===== src/fcl_pkg.sv =====
package fcl_pkg;

    // timing base
    localparam int unsigned CLK_HZ = 100_000_000;
    localparam int unsigned HZ_PER_KHZ = 1000;

    // half periods of each blink pattern, in milliseconds
    localparam int unsigned LINK_HALF_MS = 500;
    localparam int unsigned CFG_HALF_MS = 500;
    localparam int unsigned PRM_HALF_MS = 250;
    localparam int unsigned ASIC_HALF_MS = 125;

    // half periods in clock cycles, derived from the rate
    localparam int unsigned LINK_HALF_CYC = CLK_HZ / HZ_PER_KHZ * LINK_HALF_MS;
    localparam int unsigned CFG_HALF_CYC = CLK_HZ / HZ_PER_KHZ * CFG_HALF_MS;
    localparam int unsigned PRM_HALF_CYC = CLK_HZ / HZ_PER_KHZ * PRM_HALF_MS;
    localparam int unsigned ASIC_HALF_CYC = CLK_HZ / HZ_PER_KHZ * ASIC_HALF_MS;

    // reset values
    localparam logic LAMP_RST = 1'h0;
    localparam logic PHASE_RST = 1'h1;
    localparam logic [31:0] CNT_RST = 32'h0;
    localparam logic [31:0] CNT_STEP = 32'h1;

    typedef enum logic [1:0] {
        LINK_DOWN = 2'h0,
        LINK_SETUP = 2'h1,
        LINK_UP = 2'h3
    } fcl_link_t;

    typedef enum logic [2:0] {
        FLT_DARK = 3'h0,
        FLT_STEADY = 3'h1,
        FLT_CFG = 3'h3,
        FLT_PRM = 3'h2,
        FLT_ASIC = 3'h6
    } fcl_flt_t;

endpackage


===== src/fcl_blinker.sv =====
`timescale 1ns/1ps
`default_nettype none

module fcl_blinker
    import fcl_pkg::*;
(
    input wire logic clk_in,
    input wire logic rst_in,
    input wire logic run_in,
    input wire logic [31:0] half_cyc_in,
    output logic phase_out
);

    logic [31:0] cnt_ff;
    logic phase_ff;

    // a stopped blinker restarts in the lit half, so a new pattern shows at once
    always_ff @(posedge clk_in)
    begin
        if (rst_in || !run_in)
        begin
            cnt_ff <= CNT_RST;
        end
        else if (cnt_ff >= half_cyc_in - CNT_STEP)
        begin
            cnt_ff <= CNT_RST;
        end
        else
        begin
            cnt_ff <= cnt_ff + CNT_STEP;
        end
    end

    // equal lit and dark halves give the 50 percent duty
    always_ff @(posedge clk_in)
    begin
        if (rst_in || !run_in)
        begin
            phase_ff <= PHASE_RST;
        end
        else if (cnt_ff >= half_cyc_in - CNT_STEP)
        begin
            phase_ff <= ~phase_ff;
        end
    end

    assign phase_out = phase_ff;
endmodule

`default_nettype wire


===== src/fcl_lamps.sv =====
`timescale 1ns/1ps
`default_nettype none

// Contract
// - link lamp steady on during setup
// - link lamp blinks 0.5s on, 0.5s off
// - link lamp off when disconnected
// - online lamp lit while online
// - online lamp dark when not online
// - fault lamp steady while offline
// - configuration error blinks fault lamp 1 Hz
// - parameter error blinks fault lamp 2 Hz
// - interface chip error blinks 4 Hz
// - fault lamp dark when diagnosis disabled
// - request-to-send output shows transmit direction
module fcl_lamps
    import fcl_pkg::*;
#(
    parameter int unsigned LINK_HALF = LINK_HALF_CYC,
    parameter int unsigned CFG_HALF = CFG_HALF_CYC,
    parameter int unsigned PRM_HALF = PRM_HALF_CYC,
    parameter int unsigned ASIC_HALF = ASIC_HALF_CYC
)
(
    input wire logic clk_in,
    input wire logic rst_in,
    input wire logic link_setup_in,
    input wire logic link_connected_in,
    input wire logic card_online_in,
    input wire logic card_offline_in,
    input wire logic cfg_err_in,
    input wire logic prm_err_in,
    input wire logic asic_err_in,
    input wire logic diag_enable_in,
    input wire logic board_power_in,
    input wire logic tx_active_in,
    output logic link_status_lamp_out,
    output logic online_lamp_out,
    output logic offline_fault_lamp_out,
    output logic power_lamp_out,
    output logic rts_out
);

    fcl_link_t link_st_ff;
    fcl_link_t nxt_link_st;
    fcl_flt_t flt_st_ff;
    fcl_flt_t nxt_flt_st;
    logic link_phase;
    logic flt_phase;
    logic flt_run;
    logic [31:0] flt_half;
    logic link_status_lamp_ff;
    logic online_lamp_ff;
    logic offline_fault_lamp_ff;
    logic power_lamp_ff;
    logic rts_ff;

    // worst fault wins; diagnosis off silences all of them
    function automatic fcl_flt_t flt_decode(input logic diag, input logic asic,
                                           input logic prm, input logic cfg,
                                           input logic offline);
        fcl_flt_t res;
        res = FLT_DARK;
        if (!diag)
            res = FLT_DARK;
        else if (asic)
            res = FLT_ASIC;
        else if (prm)
            res = FLT_PRM;
        else if (cfg)
            res = FLT_CFG;
        else if (offline)
            res = FLT_STEADY;
        return res;
    endfunction

    // connected outranks setup if both flags are seen together
    always_comb
    begin
        if (link_connected_in)
            nxt_link_st = LINK_UP;
        else if (link_setup_in)
            nxt_link_st = LINK_SETUP;
        else
            nxt_link_st = LINK_DOWN;
    end

    always_ff @(posedge clk_in)
    begin
        if (rst_in)
            link_st_ff <= LINK_DOWN;
        else
            link_st_ff <= nxt_link_st;
    end

    assign nxt_flt_st = flt_decode(diag_enable_in, asic_err_in, prm_err_in,
                                   cfg_err_in, card_offline_in);

    always_ff @(posedge clk_in)
    begin
        if (rst_in)
            flt_st_ff <= FLT_DARK;
        else
            flt_st_ff <= nxt_flt_st;
    end

    always_comb
    begin
        case (flt_st_ff)
            FLT_ASIC: flt_half = 32'(ASIC_HALF);
            FLT_PRM: flt_half = 32'(PRM_HALF);
            FLT_CFG: flt_half = 32'(CFG_HALF);
            default: flt_half = 32'(CFG_HALF);
        endcase
    end

    // a pattern change stops the blinker for a cycle so the new rate starts clean
    assign flt_run = (flt_st_ff == nxt_flt_st) &&
                     ((flt_st_ff == FLT_ASIC) || (flt_st_ff == FLT_PRM) ||
                      (flt_st_ff == FLT_CFG));

    fcl_blinker u_link_blink (
        .clk_in(clk_in),
        .rst_in(rst_in),
        .run_in(link_st_ff == LINK_UP),
        .half_cyc_in(32'(LINK_HALF)),
        .phase_out(link_phase)
    );

    fcl_blinker u_flt_blink (
        .clk_in(clk_in),
        .rst_in(rst_in),
        .run_in(flt_run),
        .half_cyc_in(flt_half),
        .phase_out(flt_phase)
    );

    always_ff @(posedge clk_in)
    begin
        if (rst_in)
            link_status_lamp_ff <= LAMP_RST;
        else
        begin
            case (link_st_ff)
                LINK_SETUP: link_status_lamp_ff <= 1'h1;
                LINK_UP: link_status_lamp_ff <= link_phase;
                default: link_status_lamp_ff <= 1'h0;
            endcase
        end
    end

    always_ff @(posedge clk_in)
    begin
        if (rst_in)
            online_lamp_ff <= LAMP_RST;
        else
            online_lamp_ff <= card_online_in;
    end

    always_ff @(posedge clk_in)
    begin
        if (rst_in)
            offline_fault_lamp_ff <= LAMP_RST;
        else
        begin
            case (flt_st_ff)
                FLT_STEADY: offline_fault_lamp_ff <= 1'h1;
                FLT_CFG, FLT_PRM, FLT_ASIC: offline_fault_lamp_ff <= flt_phase;
                default: offline_fault_lamp_ff <= 1'h0;
            endcase
        end
    end

    always_ff @(posedge clk_in)
    begin
        if (rst_in)
            power_lamp_ff <= LAMP_RST;
        else
            power_lamp_ff <= board_power_in;
    end

    // line equipment only needs direction, so one cycle of lag is harmless
    always_ff @(posedge clk_in)
    begin
        if (rst_in)
            rts_ff <= LAMP_RST;
        else
            rts_ff <= tx_active_in;
    end

    assign link_status_lamp_out = link_status_lamp_ff;
    assign online_lamp_out = online_lamp_ff;
    assign offline_fault_lamp_out = offline_fault_lamp_ff;
    assign power_lamp_out = power_lamp_ff;
    assign rts_out = rts_ff;
endmodule

`default_nettype wire


===== config.mk =====
export PLATFORM = sky130hd
export DESIGN_NAME = fcl_lamps
export DESIGN_NICKNAME = d
export VERILOG_FILES = /design/src/fcl_pkg.sv /design/src/fcl_blinker.sv /design/src/fcl_lamps.sv
export SDC_FILE = /design/constraint.sdc
export NUM_CORES = 1
export LEC_CHECK = 0
export BUFFER_PORTS_ARGS = -buffer_cell sky130_fd_sc_hd__buf_2
export CAP_MARGIN = 10
export CORE_UTILIZATION = 45
export CTS_CLUSTER_DIAMETER = 120
export DETAILED_ROUTE_END_ITERATION = 10
export GPL_ROUTABILITY_DRIVEN = 0
export PLACE_DENSITY = 0.66
export SLEW_MARGIN = 25
export SYNTH_ARGS = -nofsm -noshare
export SYNTH_HDL_FRONTEND = slang
export SYNTH_SLANG_ARGS = --single-unit

===== constraint.sdc =====
create_clock -name clk_in -period 2.3 [get_ports clk_in]
set_input_delay 0.23 -clock clk_in [delete_from_list [all_inputs] [get_ports clk_in]]
set_output_delay 0.23 -clock clk_in [all_outputs]
set_load 0.02 [all_outputs]

After elaboration in Yosys (flattened, before gate mapping) --
Index checks and enable logic that the tools add are counted.
Storage, ports and cells: flip-flop bits (word level) 76, output and inout port bits 5
Operators by class: equality and inequality tests 7, add/subtract/negate cells 3, reductions and logical operators 10, muxes and demuxes 10, bitwise logic cells 2, $lt $le $gt $ge 2
Operators by type and width (number):
- adder 32 x 1 -> 32 bit (second input constant) | 2
- case mux 26 bit (2 select lines) | 1
- greater-or-equal comparator 32 x 26 -> 1 bit (second input constant) | 1
- greater-or-equal comparator 32 bit | 1
- subtractor 26 x 1 -> 27 bit (second input constant) | 1
- equality test 3 x 2 -> 1 bit (second input constant) | 2
- two-way mux 2 bit | 3
- two-way mux 3 bit | 2
- logical OR 1 bit | 4
- case mux 1 bit (2 select lines) | 2
- OR reduction 2 bit | 2
- equality test 3 x 1 -> 1 bit (second input constant) | 1
- equality test 3 bit | 1
- equality test 3 bit (second input constant) | 1
- OR reduction 3 bit | 1
- equality test 2 x 1 -> 1 bit (second input constant) | 1
- equality test 2 bit (second input constant) | 1
- zero test 1 bit | 2
- two-way mux 1 bit | 2
- inverter 1 bit | 2
- logical AND 1 bit | 1

Logic depth before layout (Yosys ltp) --
word-level depth 10, gate-level depth with buffers 11

By module --
Synthesis repeated with hierarchy kept, for this count alone.
Second synthesis, totals: cell total of the unflattened synthesis 680, area, all modules 5652.9 µm²
By module, submodules not included:
- fcl_blinker at u_flt_blink | instances 1, area an instance 2627.5 µm², sequential area each 660.6 µm², cells an instance 314
- fcl_blinker at u_link_blink | instances 1, area an instance 2620.0 µm², sequential area each 660.6 µm², cells an instance 322
- fcl_lamps | instances 1, area an instance 405.4 µm², sequential area each 200.2 µm², cells an instance 44

Least setup slack after synthesis --
No wires, ideal clock.
kind register to register, start point register flt_st_ff[1], end point register u_flt_blink.cnt_ff[21], library setup time 0.073 ns, required time 2.227 ns, data arrival time 2.218 ns, buffers on the path 2, stages on the path, launching flop included 12, period minus slack after synthesis 2.291 ns, path slack 0.009 ns, cell sequence dfxtp_1 nor2b_1 nand2b_1 inv_1 ha_1 a211o_1 o211ai_1 o211ai_1 a211o_1 buf_6 buf_6 nor3_4
Between the ends: longest elaborated chain between the ends 7, elaborated cells on any way between the ends 13, those cells by class add/sub (1); order compare (1); eq/ne (4); mux (1); reduce/logical (6)
Ends and longest elaborated chain:
- start: declaration | RTL line fcl_lamps.sv:46 | fcl_flt_t flt_st_ff;
- start signal: assignment | RTL line fcl_lamps.sv:104 | flt_st_ff <= nxt_flt_st;
- branches (longest 6 deep; another with greater-or-equal comparator 32 bit)
- OR reduction 2 bit (no source line) (*)
- end signal: assignment | RTL line fcl_blinker.sv:30 | cnt_ff <= cnt_ff + CNT_STEP;
- end: declaration | RTL line fcl_blinker.sv:14 | logic [31:0] cnt_ff;
Mark *: on every way between the ends. A chain may end at the register's enable or synchronous reset.

Worst setup path in the final report --
start point register flt_st_ff[1], end point register u_flt_blink.cnt_ff[14]
Same word-level chain as after synthesis.

==> results.toml <==
[yosys]
ys.flop_type = "dfxtp_1"
yosysSeqAreaShare = 0.432
synthArstFlopShare = 0
yosys_warnings = 0
synthTopCellsByArea = "dfxtp_1, xor2_1, nor3_2"
synth_edf_count = 0
syn_area_per_cell_um2 = 9.47
synth_cells = 372
yosysTopAreaCellShare = 0.432
synth_top_cell_by_area = "dfxtp_1"
ys_seq_elements = 76
synth_cell_type_count = 44
syn_area_mm2 = 0.00352

[die]
dieArea_mm2 = 0.00819
die_y_um = 90.5
num_io_pins = 17
num_rows = 31
fp.dieW_um = 90.5
initial_core_util = 0.476
core_mm2 = 0.00741

[finish]
fillers = 660
final_common_cell = "dfxtp_1"
area_delta_synth_final_pct = 19.7
finalNetCount = 445
design_area_mm2 = 0.00422
n_antenna_cell = 0
final_cell_mix = "dfxtp_1, nor2_1, xor2_1"
seq_area_mm2 = 0.00152
drive_gt1_frac = 0.217
multi_input_area_mm2 = 0.00208
final_cells = 522

[clock_tree]
cts_tree = "done"
cts-root-buf = "clkbuf_8"
cts-htree-levels = 3
clkSinkCount = 76
cts.clk_slew.worst_paths_ns = 0.08
cts_buffers = 9
clk_latency_ns = 0.35
cts_buffer_depth = 2

[placed_design]
pre_cts_slack_ns = -0.0981
port_buffers = 16
place_inst = 501
hpwl_um = 4610
place_area_mm2 = 0.00378

[worst_setup_path]
crit_type = "register to register"
crit_chain = "nor2b_4 -> buf_4 -> ha_1 -> a211o_1 -> a41oi_2 -> o21ai_1 -> a211o_4 -> buf_8 -> nor3_2"
max_stage_delay_ns = 0.39
r2r_slack_ns = 0.004
worst_ep_required_time_ns = 2.57
cp.arrival_ns = 2.56
cp_max_fo = 7
startpoint_type = "register"
cp_slowest_cell = "a211o_4"
cp_num_buf_inv = 2
crit_path_end_kind = "register"
path_delay_family = "compound AO/OA/AOI/OAI gates"

[detailed_routing]
drt_first_pass_iters = 4
drt-initial-drc-count = 117
wl_um = 7020
ant_nets = 0
wl_met3_um = 218
dr_wl_met2_um = 3370
wl_per_cell_um = 13.4
via_count = 2717
drc = 0
avgViaCountPerCell = 5.20
top_layer = "met4"
met1_length_um = 3340

[sta]
slew_headroom = 0.596
drv_slew = 0
rsz0062_at_grt = "yes"
skew_ns = 0.0132
finalCritPeriodShare = 0.998
whs_ns = 0.0816
fin_crit_ns = 2.30
setup_ws_ns = 0.00411
setup_viol_count_final = 0
worst_slew_pin_slew_ns = 0.606
max_freq_ghz = 0.436
hold_violations = 0

[run_status]
status = "finished clean"

[grt]
grt_pass1_wl_um = 11400
grt_pass1_vias = 2491
grt.total_usage = 0.175
grt_max_degree = 28
overflow = 0
antenna_found_initial = 0

[power_and_ir_drop]
p_leak_nw = 1.67
fin_total_pwr_mw = 2.36
p_per_area_mw_per_mm2 = 559
ir_drop_uv = 475

[job]
cap_violations = 0

[hold_path]
hold_class = "primary input to register"
-- worst reg2reg max path, stage by stage (launching register included) --
cell	delay (ns)
dfxtp_2	0.33
nor2b_4	0.21
buf_4	0.14
ha_1	0.24
a211o_1	0.32
a41oi_2	0.16
o21ai_1	0.09
a211o_4	0.39
buf_8	0.17
nor3_2	0.17
-- where the power goes --
part,switching [mW],internal (mW)
Clock,0.496,0.423
Sequential,0.00782,1.33
Combinational,0.0514,0.0447
-- registers in the layout (all words and copies together) (netlist names) --
register                flops
offline_fault_lamp_out      1
rts_out                     1
u_link_blink.phase_out      1
power_lamp_out              1
online_lamp_out             1
u_flt_blink.phase_out       1
link_status_lamp_out        1
u_flt_blink.cnt_ff         32
u_link_blink.cnt_ff        32
flt_st_ff                   3
link_st_ff                  2
-- worst paths after layout --
check,start,endpoint,cells after the start
setup / recovery,flt_st_ff[1]$_SDFF_PP0_,u_flt_blink.cnt_ff[14]$_SDFF_PP0_,9
hold / removal,link_setup_in,link_st_ff[0]$_SDFF_PP0_,3
setup reg to reg,flt_st_ff[1]$_SDFF_PP0_,u_flt_blink.cnt_ff[14]$_SDFF_PP0_,9
hold reg to reg,u_link_blink.cnt_ff[0]$_SDFF_PP0_,u_link_blink.cnt_ff[0]$_SDFF_PP0_,1
-- through the flow --
| step | TNS [ns] | util |
|---|---|---|
| final | 0 | 0.569 |
| after global routing | -0.922 | 0.569 |
| after CTS | 0 | 0.535 |
| after detailed placement | -1.44 | 0.510 |
| after global placement | 0 | 0.510 |
| after floorplan | 0 | - |
-- metal layers --
metal / global-route usage / up-vias
met5: 0 / -
li1: - / 1380
met2: 0.271 / 55
met1: 0.225 / 1276
met3: 0.0564 / 6
met4: 0.0659 / 0
-- synthesized netlist by cell type, drive strengths merged (4+ instances only) --
library cell	instances
a21oi	4
and3	8
and4	4
buf	6
dfxtp	76
ha	15
inv	11
nand2	22
nand3	25
nand4	18
nor2	46
nor2b	6
nor3	40
nor4	4
xnor2	17
xor2	31
-- layout make-up --
cell class	instances	area share
flip-flops and latches	76	0.361
clock buffers	11	0.0335
repair buffers	34	0.0649
inverters	11	0.00979
clock inverters	5	0.00860
well taps	99	0.0294
multi-input cells	286	0.493
-- cell families after synthesis --
kind of cell,Yosys count,synth area share
and+or+nand+nor,186,0.303
muxes,1,0.00284
adders and majority gates,15,0.0533
AOI/OAI and AO/OA,25,0.0501
other,1,0.00106
xor gates and xnor gates,48,0.119
buffers and inverters,20,0.0391
DFF,76,0.432
-- timing repair --
item | CTS | global route
hold buffers | 0 | 0
gates resized for setup | 2 | 33
setup buffers | 0 | 2
pin swaps | 0 | 20
endpoints found under the setup margin | 28 | 28
gates cloned | 0 | 3
Power figures use the tool's default switching activity.
